$ cat config.mk
export PLATFORM = sky130hd
export DESIGN_NAME = pdts_core
export DESIGN_NICKNAME = d
export VERILOG_FILES = /design/src/logic/pdts_pkg.sv /design/src/logic/pdts_core.sv /design/src/logic/pdts_diag_mem.sv
export SDC_FILE = /design/constraint.sdc
export NUM_CORES = 1
export LEC_CHECK = 0
export BUFFER_PORTS_ARGS = -buffer_cell sky130_fd_sc_hd__buf_4
export CORE_ASPECT_RATIO = 1.4
export CORE_MARGIN = 1.5
export CORE_UTILIZATION = 55
export DETAILED_ROUTE_END_ITERATION = 8
export PLACE_DENSITY = 0.77
export SYNTH_ARGS = -nofsm -noshare
export SYNTH_HDL_FRONTEND = slang
export SYNTH_SLANG_ARGS = --single-unit
$ cat constraint.sdc
create_clock -name mclk -period 16.8 [get_ports mclk]
set_input_delay 5.04 -clock mclk [delete_from_list [all_inputs] [get_ports mclk]]
set_output_delay 5.04 -clock mclk [all_outputs]
set_load 0.005 [all_outputs]
$ cat src/logic/pdts_pkg.sv
// constants for the pixel dimming timing and switch status block
package pdts_pkg;
    // -------------------------------------------------------------------
    // register map
    // -------------------------------------------------------------------
    localparam logic [7:0] DIM_CONFIG_OFFSET = 8'h0e;
    localparam logic [7:0] SWITCH_DIAG_REPORT_OFFSET = 8'h0f;
    localparam int DIM_SEL_LSB = 3;
    localparam int DIM_SEL_W = 5;
    localparam int SLOPE_BIT = 12;
    localparam int REG_W = 24;
    localparam int NUM_SW = 12;
    localparam logic [23:0] SWITCH_DIAG_RESET = 24'h000000;

    // -------------------------------------------------------------------
    // diagnostic codes
    // -------------------------------------------------------------------
    localparam logic [1:0] DIAG_OK = 2'h0;
    localparam logic [1:0] DIAG_FAIL = 2'h1;
    localparam logic [1:0] DIAG_OPEN = 2'h2;
    localparam logic [1:0] DIAG_SHORT = 2'h3;

    // -------------------------------------------------------------------
    // timing: clock 10 MHz; dimming tick period in 0.25 us units
    // -------------------------------------------------------------------
    localparam int MCLK_KHZ = 10000;
    localparam int PWM_TICKS = 1024;
    localparam logic [9:0] PWM_LAST = 10'h3ff;
    localparam int MAX_SEL = 20;
    // tick period in quarter microseconds per code 0..20
    localparam int TICK_QUS[21] = '{32, 30, 28, 26, 24, 22, 20, 18,
                                    16, 15, 14, 13, 12, 11, 10, 9,
                                    8, 7, 6, 5, 4};
    // cycles of mclk per quarter microsecond, a quarter of the MHz figure: 10 MHz -> 10/4
    function automatic logic [7:0] tick_cycles(input logic [4:0] sel);
        int idx;
        idx = (sel > 5'(MAX_SEL)) ? 0 : int'(sel);
        return 8'((TICK_QUS[idx] * MCLK_KHZ) / 4000);
    endfunction
    localparam logic [4:0] SW_TICKS[4] = '{5'd2, 5'd4, 5'd8, 5'd16};
    localparam logic [5:0] SWITCH_EVENT_SPACING[4] = '{6'd41, 6'd20, 6'd9, 6'd4};
    localparam int RESERVE_MULT = 12;

    typedef enum logic [1:0] {pdts_band0, pdts_band1, pdts_band2,
                              pdts_band3} pdts_band_e;
endpackage
$ cat src/logic/pdts_core.sv
// dimming tick generation, pwm period and switch diagnostic register
`timescale 1ns/10ps
// Summary of operation
// - selector picks dimming clock, high codes act as zero
// - one dimming clock period is one tick
// - pwm period is exactly 1024 ticks
// - switch event length 2,4,8,16 ticks by band
// - transition reserve is twelve event lengths
// - slope bit one gives steeper turn on
// - 24-bit read-only status, twelve 2-bit fields
// - codes ok, failed, open, short
// - successful network read clears the fields
// - selector is a writable configuration field
// - end of period prolonged by transitions times slot
module pdts_core
    import pdts_pkg::*;
(
    input wire logic mclk,
    input wire logic resetn,
    input wire logic reg_wr,
    input wire logic [7:0] reg_addr,
    input wire logic [23:0] reg_wdata,
    input wire logic reg_rd,
    input wire logic read_ok,
    input wire logic [3:0] channel_transition_count,
    input wire logic [23:0] switch_diag_state,
    input wire logic [11:0] switch_diag_valid,
    output logic [23:0] reg_rdata,
    output logic dimming_tick_clock,
    output logic pwm_period_start,
    output logic [9:0] pwm_count,
    output logic [4:0] switch_event_time,
    output logic [7:0] transition_tick_reserve,
    output logic [5:0] switch_event_spacing,
    output logic [9:0] end_extension_ticks,
    output logic turn_on_slope_select
);
    // -------------------------------------------------------------------
    // configuration register
    // -------------------------------------------------------------------
    logic [4:0] sel_q, sel_d;
    logic slope_q, slope_d;

    // the selector and slope bit are writable at their documented offset
    always_comb begin
        sel_d = sel_q;
        slope_d = slope_q;
        if (reg_wr && reg_addr == DIM_CONFIG_OFFSET) begin
            sel_d = reg_wdata[DIM_SEL_LSB+:DIM_SEL_W];
            slope_d = reg_wdata[SLOPE_BIT];
        end
    end

    always_ff @(posedge mclk) begin
        if (!resetn) begin
            sel_q <= 5'h00;
            slope_q <= 1'b0;
        end else begin
            sel_q <= sel_d;
            slope_q <= slope_d;
        end
    end

    // -------------------------------------------------------------------
    // band decode: codes above 20 fall back to code 0
    // -------------------------------------------------------------------
    pdts_band_e band;
    logic [4:0] eff_sel;
    logic [7:0] tick_len;
    always_comb begin
        eff_sel = (sel_q > 5'(MAX_SEL)) ? 5'h00 : sel_q;
        tick_len = tick_cycles(eff_sel);
        if (eff_sel < 5'h08) begin
            band = pdts_band0;
        end else if (eff_sel < 5'h10) begin
            band = pdts_band1;
        end else if (eff_sel < 5'h14) begin
            band = pdts_band2;
        end else begin
            band = pdts_band3;
        end
    end

    // -------------------------------------------------------------------
    // tick divider and pwm counter
    // -------------------------------------------------------------------
    logic [7:0] div_q, div_d;
    logic [9:0] pwm_q, pwm_d;
    logic tick_q, tick_d;
    logic start_q, start_d;
    // a new selector takes effect at once: the running div_q is compared to the new tick_len
    always_comb begin
        div_d = div_q + 8'h01;
        pwm_d = pwm_q;
        tick_d = 1'b0;
        start_d = 1'b0;
        if (div_q >= tick_len - 8'h01) begin
            div_d = 8'h00;
            tick_d = 1'b1;
            pwm_d = pwm_q + 10'h001;
            start_d = (pwm_q == PWM_LAST);
        end
    end

    always_ff @(posedge mclk) begin
        if (!resetn) begin
            div_q <= 8'h00;
            pwm_q <= 10'h000;
            tick_q <= 1'b0;
            start_q <= 1'b0;
        end else begin
            div_q <= div_d;
            pwm_q <= pwm_d;
            tick_q <= tick_d;
            start_q <= start_d;
        end
    end

    // -------------------------------------------------------------------
    // derived timing outputs, registered
    // -------------------------------------------------------------------
    logic [4:0] ev_q;
    logic [7:0] tr_q;
    logic [5:0] slot_q;
    logic [9:0] ext_q;
    logic [4:0] ev_d;
    logic [7:0] tr_d;
    logic [5:0] slot_d;
    logic [9:0] ext_d;
    always_comb begin
        ev_d = SW_TICKS[band];
        tr_d = 8'(ev_d * RESERVE_MULT);
        slot_d = SWITCH_EVENT_SPACING[band];
        // widen both factors first so the product is not cut to six bits
        ext_d = 10'(channel_transition_count) * 10'(slot_d);
    end

    always_ff @(posedge mclk) begin
        if (!resetn) begin
            ev_q <= 5'h00;
            tr_q <= 8'h00;
            slot_q <= 6'h00;
            ext_q <= 10'h000;
        end else begin
            ev_q <= ev_d;
            tr_q <= tr_d;
            slot_q <= slot_d;
            ext_q <= ext_d;
        end
    end

    // -------------------------------------------------------------------
    // switch diagnostic report, clear on a completed network read
    // -------------------------------------------------------------------
    logic [23:0] diag;
    logic diag_clear;
    // clear only when the read frame was accepted, so a lost read keeps data
    assign diag_clear = read_ok &&
                        reg_addr == SWITCH_DIAG_REPORT_OFFSET;
    pdts_diag_mem #(.N(NUM_SW)) u_diag (
        .mclk(mclk),
        .resetn(resetn),
        .diag_event(switch_diag_state),
        .diag_valid(switch_diag_valid),
        .clear(diag_clear),
        .rdata(diag)
    );

    logic [23:0] rd_q, rd_d;
    // read mux; unmapped offsets read zero
    always_comb begin
        rd_d = rd_q;
        if (reg_rd) begin
            if (reg_addr == DIM_CONFIG_OFFSET) begin
                rd_d = 24'h000000;
                rd_d[DIM_SEL_LSB+:DIM_SEL_W] = sel_q;
                rd_d[SLOPE_BIT] = slope_q;
            end else if (reg_addr == SWITCH_DIAG_REPORT_OFFSET) begin
                rd_d = diag;
            end else begin
                rd_d = 24'h000000;
            end
        end
    end

    always_ff @(posedge mclk) begin
        if (!resetn) begin
            rd_q <= 24'h000000;
        end else begin
            rd_q <= rd_d;
        end
    end

    assign reg_rdata = rd_q;
    assign dimming_tick_clock = tick_q;
    assign pwm_period_start = start_q;
    assign pwm_count = pwm_q;
    assign switch_event_time = ev_q;
    assign transition_tick_reserve = tr_q;
    assign switch_event_spacing = slot_q;
    assign end_extension_ticks = ext_q;
    assign turn_on_slope_select = slope_q;

    // -------------------------------------------------------------------
    // checks
    // -------------------------------------------------------------------
    a_slope_write: assert property (
        @(posedge mclk) disable iff (!resetn)
        (reg_wr && reg_addr == DIM_CONFIG_OFFSET) |=>
        turn_on_slope_select == $past(reg_wdata[SLOPE_BIT]))
        else $error("slope bit not written");
    // band 0 reserve is twelve events of two ticks each
    a_reserve_twelve: assert property (
        @(posedge mclk) disable iff (!resetn)
        (eff_sel < 5'h08 && $stable(eff_sel)) |=>
        transition_tick_reserve == 8'd24)
        else $error("reserve not twelve events");
    a_event_len: assert property (
        @(posedge mclk) disable iff (!resetn)
        (sel_q == 5'h14 && $stable(sel_q)) |=> switch_event_time == 5'd16)
        else $error("code 20 event length wrong");
    a_high_code: assert property (
        @(posedge mclk) disable iff (!resetn)
        sel_q > 5'h14 |-> tick_len == 8'd80)
        else $error("high code not like code 0");
    a_tick_spacing: assert property (
        @(posedge mclk) disable iff (!resetn)
        (tick_d && $stable(sel_q)) |=> !tick_d [*3])
        else $error("ticks too close");
    a_period_wrap: assert property (
        @(posedge mclk) disable iff (!resetn)
        (tick_d && pwm_q == PWM_LAST) |=> pwm_count == 10'h000 && start_q)
        else $error("period not 1024 ticks");
    // the store is cleared at the edge that samples the clear
    a_diag_clear: assert property (
        @(posedge mclk) disable iff (!resetn)
        (diag_clear && switch_diag_valid == 12'h000) |=> diag == 24'h000000)
        else $error("read did not clear");
    a_slot_code20: assert property (
        @(posedge mclk) disable iff (!resetn)
        (sel_q == 5'h14 && $stable(sel_q)) |=> switch_event_spacing == 6'd4)
        else $error("slot wrong for code 20");
endmodule // pdts_core

$ cat src/logic/pdts_diag_mem.sv
// sticky store for the twelve switch diagnostic fields
`timescale 1ns/10ps
module pdts_diag_mem
    import pdts_pkg::*;
#(
    parameter int N = NUM_SW
) (
    input wire logic mclk,
    input wire logic resetn,
    input wire logic [2*N-1:0] diag_event,
    input wire logic [N-1:0] diag_valid,
    input wire logic clear,
    output logic [2*N-1:0] rdata
);
    logic [2*N-1:0] store_q, store_d;

    // -------------------------------------------------------------------
    // per switch latch; new event beats a clear in the same cycle
    // -------------------------------------------------------------------
    genvar g;
    generate
        for (g = 0; g < N; g++) begin : g_sw
            always_comb begin
                store_d[2*g+:2] = store_q[2*g+:2];
                if (clear) begin
                    store_d[2*g+:2] = DIAG_OK;
                end
                // only a non-ok code is latched; ok never hides a fault
                if (diag_valid[g] && diag_event[2*g+:2] != DIAG_OK &&
                    store_q[2*g+:2] == DIAG_OK) begin
                    store_d[2*g+:2] = diag_event[2*g+:2];
                end
                if (diag_valid[g] && diag_event[2*g+:2] != DIAG_OK &&
                    clear) begin
                    store_d[2*g+:2] = diag_event[2*g+:2];
                end
            end
        end
    endgenerate

    // registered store and read data
    always_ff @(posedge mclk) begin
        if (!resetn) begin
            store_q <= (2*N)'(SWITCH_DIAG_RESET);
        end else begin
            store_q <= store_d;
        end
    end
    assign rdata = store_q;

    a_fault_held: assert property (
        @(posedge mclk) disable iff (!resetn)
        (store_q[1:0] != DIAG_OK && !clear) |=>
        store_q[1:0] == $past(store_q[1:0]))
        else $error("fault field changed without clear");
endmodule // pdts_diag_mem

==> results of run 1 <==
flip-flops by register name, summed over array words and instances, names as in the netlist:
| signal | cells |
|---|---|
| sel_q | 5 |
| end_extension_ticks | 10 |
| reg_rdata | 24 |
| turn_on_slope_select | 1 |
| pwm_count | 10 |
| div_q | 8 |
| transition_tick_reserve | 5 |
| pwm_period_start | 1 |
| dimming_tick_clock | 1 |
| switch_event_spacing | 2 |
| switch_event_time | 2 |
| u_diag.rdata | 24 |
stage by stage:
step,cell area (µm²),TNS (ns),cells
floorplan,9752,0,1202
global placement,10660,0,1499
detailed placement,10660,0,1499
CTS,10970,0,1515
global route,11100,-0.06547,1515
finish,11100,0,1515
final cells by class:
class	instances	area [µm²]
timing repair buffer	133	998.5
clock buffer	12	256.5
sequential	93	1862
clock inverter	4	55.05
tap	236	295.3
multi-input combinational	1009	7525
inverter	28	105.1
fill	1552	6233
kinds of logic (layout without fill, tap and decap cells):
family                   count (synthesis)  count (layout)  share of synthesized area
multiplexers                            39              39                    0.04385
buffers and inverters                  100             177                    0.05041
XOR/XNOR                                64              64                    0.06057
AND/OR/NAND/NOR                        484             484                     0.2699
flip-flops                              93              93                     0.1914
adder cells (fa/ha/maj)                 80              80                     0.1106
other                                    2               8                  0.0007719
AO/OA/AOI/OAI                          334             334                     0.2725
report_power, final:
group          internal, mW  switching [mW]  leakage (nW)
registers             0.229         0.00415         0.758
logic                 0.100           0.133          3.74
clock network         0.124          0.0812         0.149
Yosys cell counts (all sizes together) (6+ instances only):
| cell | number | share of area |
|---|---|---|
| a2111oi | 8 | 0.012 |
| a211o | 11 | 0.0099 |
| a211oi | 24 | 0.022 |
| a21boi | 36 | 0.028 |
| a21o | 11 | 0.0085 |
| a21oi | 55 | 0.031 |
| a221oi | 7 | 0.0094 |
| a2bb2oi | 7 | 0.0063 |
| a31o | 7 | 0.0063 |
| a31oi | 12 | 0.011 |
| and2 | 43 | 0.028 |
| and3 | 21 | 0.014 |
| buf | 34 | 0.025 |
| clkbuf | 38 | 0.015 |
| dfxtp | 93 | 0.19 |
| fa | 10 | 0.021 |
| ha | 70 | 0.090 |
| inv | 26 | 0.010 |
| mux2 | 16 | 0.019 |
| mux2i | 23 | 0.025 |
| nand2 | 88 | 0.034 |
| nand2b | 16 | 0.010 |
| nand3 | 74 | 0.039 |
| nand4 | 15 | 0.0096 |
| nor2 | 73 | 0.028 |
| nor2b | 62 | 0.040 |
| nor3 | 23 | 0.014 |
| nor3b | 6 | 0.0058 |
| nor4 | 12 | 0.0090 |
| o211a | 7 | 0.0072 |
| o211ai | 20 | 0.016 |
| o21ai | 45 | 0.025 |
| o22ai | 8 | 0.0051 |
| o31ai | 10 | 0.0077 |
| or2 | 18 | 0.012 |
| or3 | 11 | 0.0071 |
| xnor2 | 38 | 0.036 |
| xor2 | 25 | 0.023 |
placed cells by master (no fill, tap or decap), drive strengths merged, types with 12 or more instances in the layout:
cell type  count
buf          133
dfxtp         93
nand2         88
nand3         74
nor2          73
ha            70
nor2b         62
a21oi         55
o21ai         45
and2          43
xnor2         38
a21boi        36
inv           27
xor2          25
a211oi        24
mux2i         23
nor3          23
and3          21
o211ai        20
or2           18
nand2b        16
mux2          16
nand4         15
nor4          12
a31oi         12
clkbuf        12
path summary, 6_finish.rpt:
check / start / endpoint / slack (ns) / depth (start not counted)
hold / removal: div_q[0] / div_q[0] / 0.47 / 1
setup / recovery: sel_q[2] / pwm_count[8] / 1.17 / 59
hold reg to reg: div_q[0] / div_q[0] / 0.47 / 1
setup reg to reg: sel_q[2] / pwm_count[8] / 1.17 / 59
routing by layer:
metal,routed length [µm],global-route usage,vias up,part of all wire
li1,-,-,4601,-
met1,10470,0.3078,4490,0.41
met2,13270,0.5065,270,0.52
met3,1169,0.02755,52,0.046
met4,700,0.09484,0,0.027
met5,0,0,-,0
==> flow_summary.ini, run 1 <==
[clocking]
cts_root_buf = sky130_fd_sc_hd__clkbuf_16
ctsHoldBuffers = 0
clkTransAtPathRegs_ns = 0.06
numCtsBuffers = 9
cts.repair_timing.setup_buffer_count = 0
clock_tree.buffer_depth = 2
worst_skew_pair.late_latency_ns = 0.34
clock_tree_from_tritoncts = done
cts.htree.levels = 3
clock_sinks = 93
cts.repair.resized = 0

[placed_design]
finalWeightedCongestion = 0.9422
dp_hpwl_um = 19580
place_ws_ns = 0.7328
port-buffer-count = 119

[global_routing]
grt_pass1_vias = 8758
grt_overflow_total = 0
grt_max_degree = 84
antenna_found_initial = 0
grt_first_pass_wirelength_um = 41360
grtUsageTotal = 0.2691

[synthesis]
yosys_warnings = 0
post_synth_num_cell_types = 114
synthFlopType = sky130_fd_sc_hd__dfxtp_1
synth-seq-area-share = 0.1914
flop_and_latch_count_out_of_synthesis = 93
async_flop_share = 0
avgSynthCellArea_um2 = 8.135
postSynthCellCount = 1196
netlist_area_um2 = 9729
count_of_flip_flops_with_a_built_in_enable_after_synthesis = 0

[route]
drt_iter0_markers = 716
route.vias.total = 9413
routed_via_density = 6.213
antenna_violating_nets_post_route = 0
detail_route.drc_violations = 0
wl_per_cell_um = 16.91
drt_pass1_iterations = 5
detail_route.wirelength_um = 25620

[sta]
clock-skew-final_ns = 0.007000
setup_viol = 0
timing.final.hold_violations = 0
min_period_ns = 15.63
timing_max_transition_violations_final = 0
timing_worst_slew_pin_value_ns = 0.9758
hold_slack_ns = 0.4678
maxClockFrequency_ghz = 0.06399
max_slew_margin = 0.3476
finalWorstSetupSlack_ns = 1.173
fin_crit_sh = 0.9302

[die]
floorplan.io_pins = 143
die_width_um = 115.4
coreArea_um2 = 17330
initial_core_util = 0.5614
std_cell_rows = 57
height_of_the_chip_um = 160.4
floorplan.die_area_um2 = 18510

[critical_path]
crit_slowest_cell = sky130_fd_sc_hd__or4_1
worstPathArrival_ns = 15.89
timing.critical_path.from_type = register
critical_path_type = reg -> reg
worstPathRequired_ns = 17.06
category_of_cells_accounting_for_the_largest_share_of_critical_path_delay = compound AO/OA/AOI/OAI gates
crit_path_max_incr_delay_ns = 0.66
worst_setup_path_end_kind = register
critPathMostFrequentCell = sky130_fd_sc_hd__ha_1
worstPathMaxFanout = 14
crit_buf_inv = 2

[power_and_ir_drop]
irDropWorstVdd_mv = 0.04459
cellPowerDensity_nw_per_um2 = 60.50
leakage_nw = 4.650
report.power.total_uw = 671.4

[layout]
finish.utilization = 0.6403
post_route_cells_drive_above_1_share = 0.1931
antenna_cells = 0
syn2layout_area_growth_pct = 14.06
finalNetCount = 1431

[job]
max_cap_violations = 0

[hold_path]
hold_path_class = reg -> reg

[status]
outcome = finished, final reports clean
Power figures use the tool's default switching activity.
==> inputs of run 2 (changes only) <==
--- a/config.mk
+++ b/config.mk
@@ -6,11 +6,13 @@
 export NUM_CORES = 1
 export LEC_CHECK = 0
 export BUFFER_PORTS_ARGS = -buffer_cell sky130_fd_sc_hd__buf_4
+export CELL_PAD_IN_SITES_DETAIL_PLACEMENT = 2
+export CELL_PAD_IN_SITES_GLOBAL_PLACEMENT = 2
 export CORE_ASPECT_RATIO = 1.4
 export CORE_MARGIN = 1.5
-export CORE_UTILIZATION = 55
+export CORE_UTILIZATION = 35
 export DETAILED_ROUTE_END_ITERATION = 8
-export PLACE_DENSITY = 0.77
+export PLACE_DENSITY_LB_ADDON = 0.1
 export SYNTH_ARGS = -nofsm -noshare
 export SYNTH_HDL_FRONTEND = slang
 export SYNTH_SLANG_ARGS = --single-unit
==> flow_summary.ini, run 2 (synthesis results as in run 1) <==
[status]
outcome = finished, final reports clean

[sta]
min_period_ns = 15.73
max_slew_margin = 0.2737
clock-skew-final_ns = 0.008305
maxClockFrequency_ghz = 0.06356
setup_viol = 0
timing_worst_slew_pin_value_ns = 1.086
hold_slack_ns = 0.4764
timing.final.hold_violations = 0
timing_max_transition_violations_final = 0
fin_crit_sh = 0.9365

[layout]
area.sequential_um2 = 1862
mostFrequentLayoutCells = 152 x sky130_fd_sc_hd__buf_4, 93 x sky130_fd_sc_hd__dfxtp_1, 88 x sky130_fd_sc_hd__nand2_1
finalNetCount = 1450
antenna_cells = 0
post_route_cells_drive_above_1_share = 0.2173
layout_commonest_cell = sky130_fd_sc_hd__buf_4
fillerInstances = 3134
final_cell_area_um2 = 11500
syn2layout_area_growth_pct = 18.24
multi_input_comb_area_um2 = 7649

[global_routing]
antenna_found_initial = 0
grt_first_pass_wirelength_um = 53960
grt_use_met1 = 0.2573
grt_overflow_total = 0
grt_util_met3 = 0.02415
grtUsageTotal = 0.2303
grt_max_degree = 84
globalRoute.busiestLayer = met2
grt_pass1_vias = 10370
met2_usage = 0.4460

[job]
max_cap_violations = 0

[clocking]
cts.htree.levels = 3
ctsHoldBuffers = 0
worst_skew_pair.late_latency_ns = 0.35
clkTransAtPathRegs_ns = 0.07
clock_tree.buffer_depth = 2
numCtsBuffers = 9
clock_tree_from_tritoncts = done
clock_sinks = 93
cts_root_buf = sky130_fd_sc_hd__clkbuf_16

[die]
initial_core_util = 0.3541
die_width_um = 143.9
std_cell_rows = 72
floorplan.die_area_um2 = 28820
floorplan.io_pins = 143
height_of_the_chip_um = 200.3
coreArea_um2 = 27480

[power_and_ir_drop]
power.internal_uw = 446.3
power_frac_comb = 0.380
clock_network_fraction_of_design_power = 0.283
power.switching_fraction = 0.3548
cellPowerDensity_nw_per_um2 = 60.12
irDropWorstVdd_mv = 0.04617
net-switching-power_uw = 245.4
power.share.sequential = 0.337
leakage_nw = 4.757

[critical_path]
timing.reg2reg.setup_slack_ns = 1.07
worstPathArrival_ns = 16.00
critical_path_type = reg -> reg
timing.critical_path.from_type = register
worstPathMaxFanout = 14
critPathMostFrequentCell = sky130_fd_sc_hd__ha_1
crit_slowest_cell = sky130_fd_sc_hd__or4b_1
crit_buf_inv = 4
crit_path_max_incr_delay_ns = 0.61
category_of_cells_accounting_for_the_largest_share_of_critical_path_delay = compound AO/OA/AOI/OAI gates
worstPathRequired_ns = 17.07
worst_setup_path_end_kind = register

[route]
wl_per_cell_um = 20.02
detail_route.wirelength_um = 33400
drt_pass1_iterations = 4
drt_iter0_markers = 297
routed_via_density = 5.754
detail_route.drc_violations = 0
route.vias.total = 9598
antenna_violating_nets_post_route = 0

[placed_design]
dp_hpwl_um = 26440
port-buffer-count = 119
post_dp_cell_area_um2 = 10920
finalWeightedCongestion = 0.8125

[hold_path]
hold_path_class = reg -> reg
==> run 2: changes by cell type in the layout (fill, tap and decap cells not counted), moves of 2 or more <==
cell                       change
sky130_fd_sc_hd__o41ai_1       -2
sky130_fd_sc_hd__a21oi_2       +2
sky130_fd_sc_hd__o21ai_1       +2
sky130_fd_sc_hd__xor2_2        +2
sky130_fd_sc_hd__a21oi_1       -2
sky130_fd_sc_hd__clkinv_2      +2
sky130_fd_sc_hd__o41ai_2       +2
sky130_fd_sc_hd__xor2_1        -2
sky130_fd_sc_hd__inv_6         +2
sky130_fd_sc_hd__nor4_1        -3
sky130_fd_sc_hd__nor4_2        +3
sky130_fd_sc_hd__buf_4        +19
sky130_fd_sc_hd__o21ai_0       -2
==> run 2: worst paths after layout <==
path              cells after the start      from           end
setup reg to reg                     61  sel_q[2]  pwm_count[8]
hold / removal                        1  div_q[0]      div_q[0]
hold reg to reg                       1  div_q[0]      div_q[0]
setup / recovery                     61  sel_q[2]  pwm_count[8]
==> run 2: what timing repair did <==
item,in CTS,in global routing
endpoints found under the hold margin,0,0
endpoints found under the setup margin,0,20
gates resized for setup,0,46
setup buffers,0,7
==> run 2: stage by stage <==
step | setup TNS [ns] | std cells | total power, mW | worst slack [ns] | utilization
final | 0 | 1668 | 0.6916 | 1.066 | 0.4187
after global routing | -0.01971 | 1668 | 0.7347 | -0.01660 | 0.4187
after CTS | 0 | 1661 | 0.6910 | 0.2382 | 0.4077
after detailed placement | 0 | 1645 | 0.4926 | 0.3221 | 0.3974
after global placement | 0 | 1645 | 0.4834 | 0.6541 | 0.3974
after floorplan | 0 | 1202 | 0.4100 | 2.961 | -
==> run 2: worst reg2reg max path, delay by kind of cell (launching register included) <==
family / cells / cell delay [ns]
compound gates: 27 / 7.42
simple gates: 18 / 3.25
fa+ha+maj: 9 / 3.18
buf+inv: 4 / 0.52
flops: 1 / 0.45
xor+xnor: 2 / 0.44
mux: 1 / 0.39
==> run 2: area by class of cell <==
type                    instances  share of cell area
flip-flops and latches         93              0.1618
multi-input cells            1009              0.6649
well taps                     370             0.04024
inverters                      28            0.009136
clock inverters                 6            0.003916
repair buffers                152             0.09920
clock buffers                  10             0.02077
==> run 2: per-layer routing <==
layer	share of wire	vias to the layer above
met5	0	-
met4	0.016	0
met3	0.030	31
met2	0.55	148
met1	0.41	4804
li1	-	4615
==> run 2: power by group through the flow <==
stage	sequential (mW)	clock, mW	combinational, mW
after CTS	0.234	0.202	0.256
after detailed placement	0.238	0	0.254
after global routing	0.234	0.209	0.292
after global placement	0.238	0	0.245
final	0.233	0.195	0.263
after floorplan	0.237	0	0.173
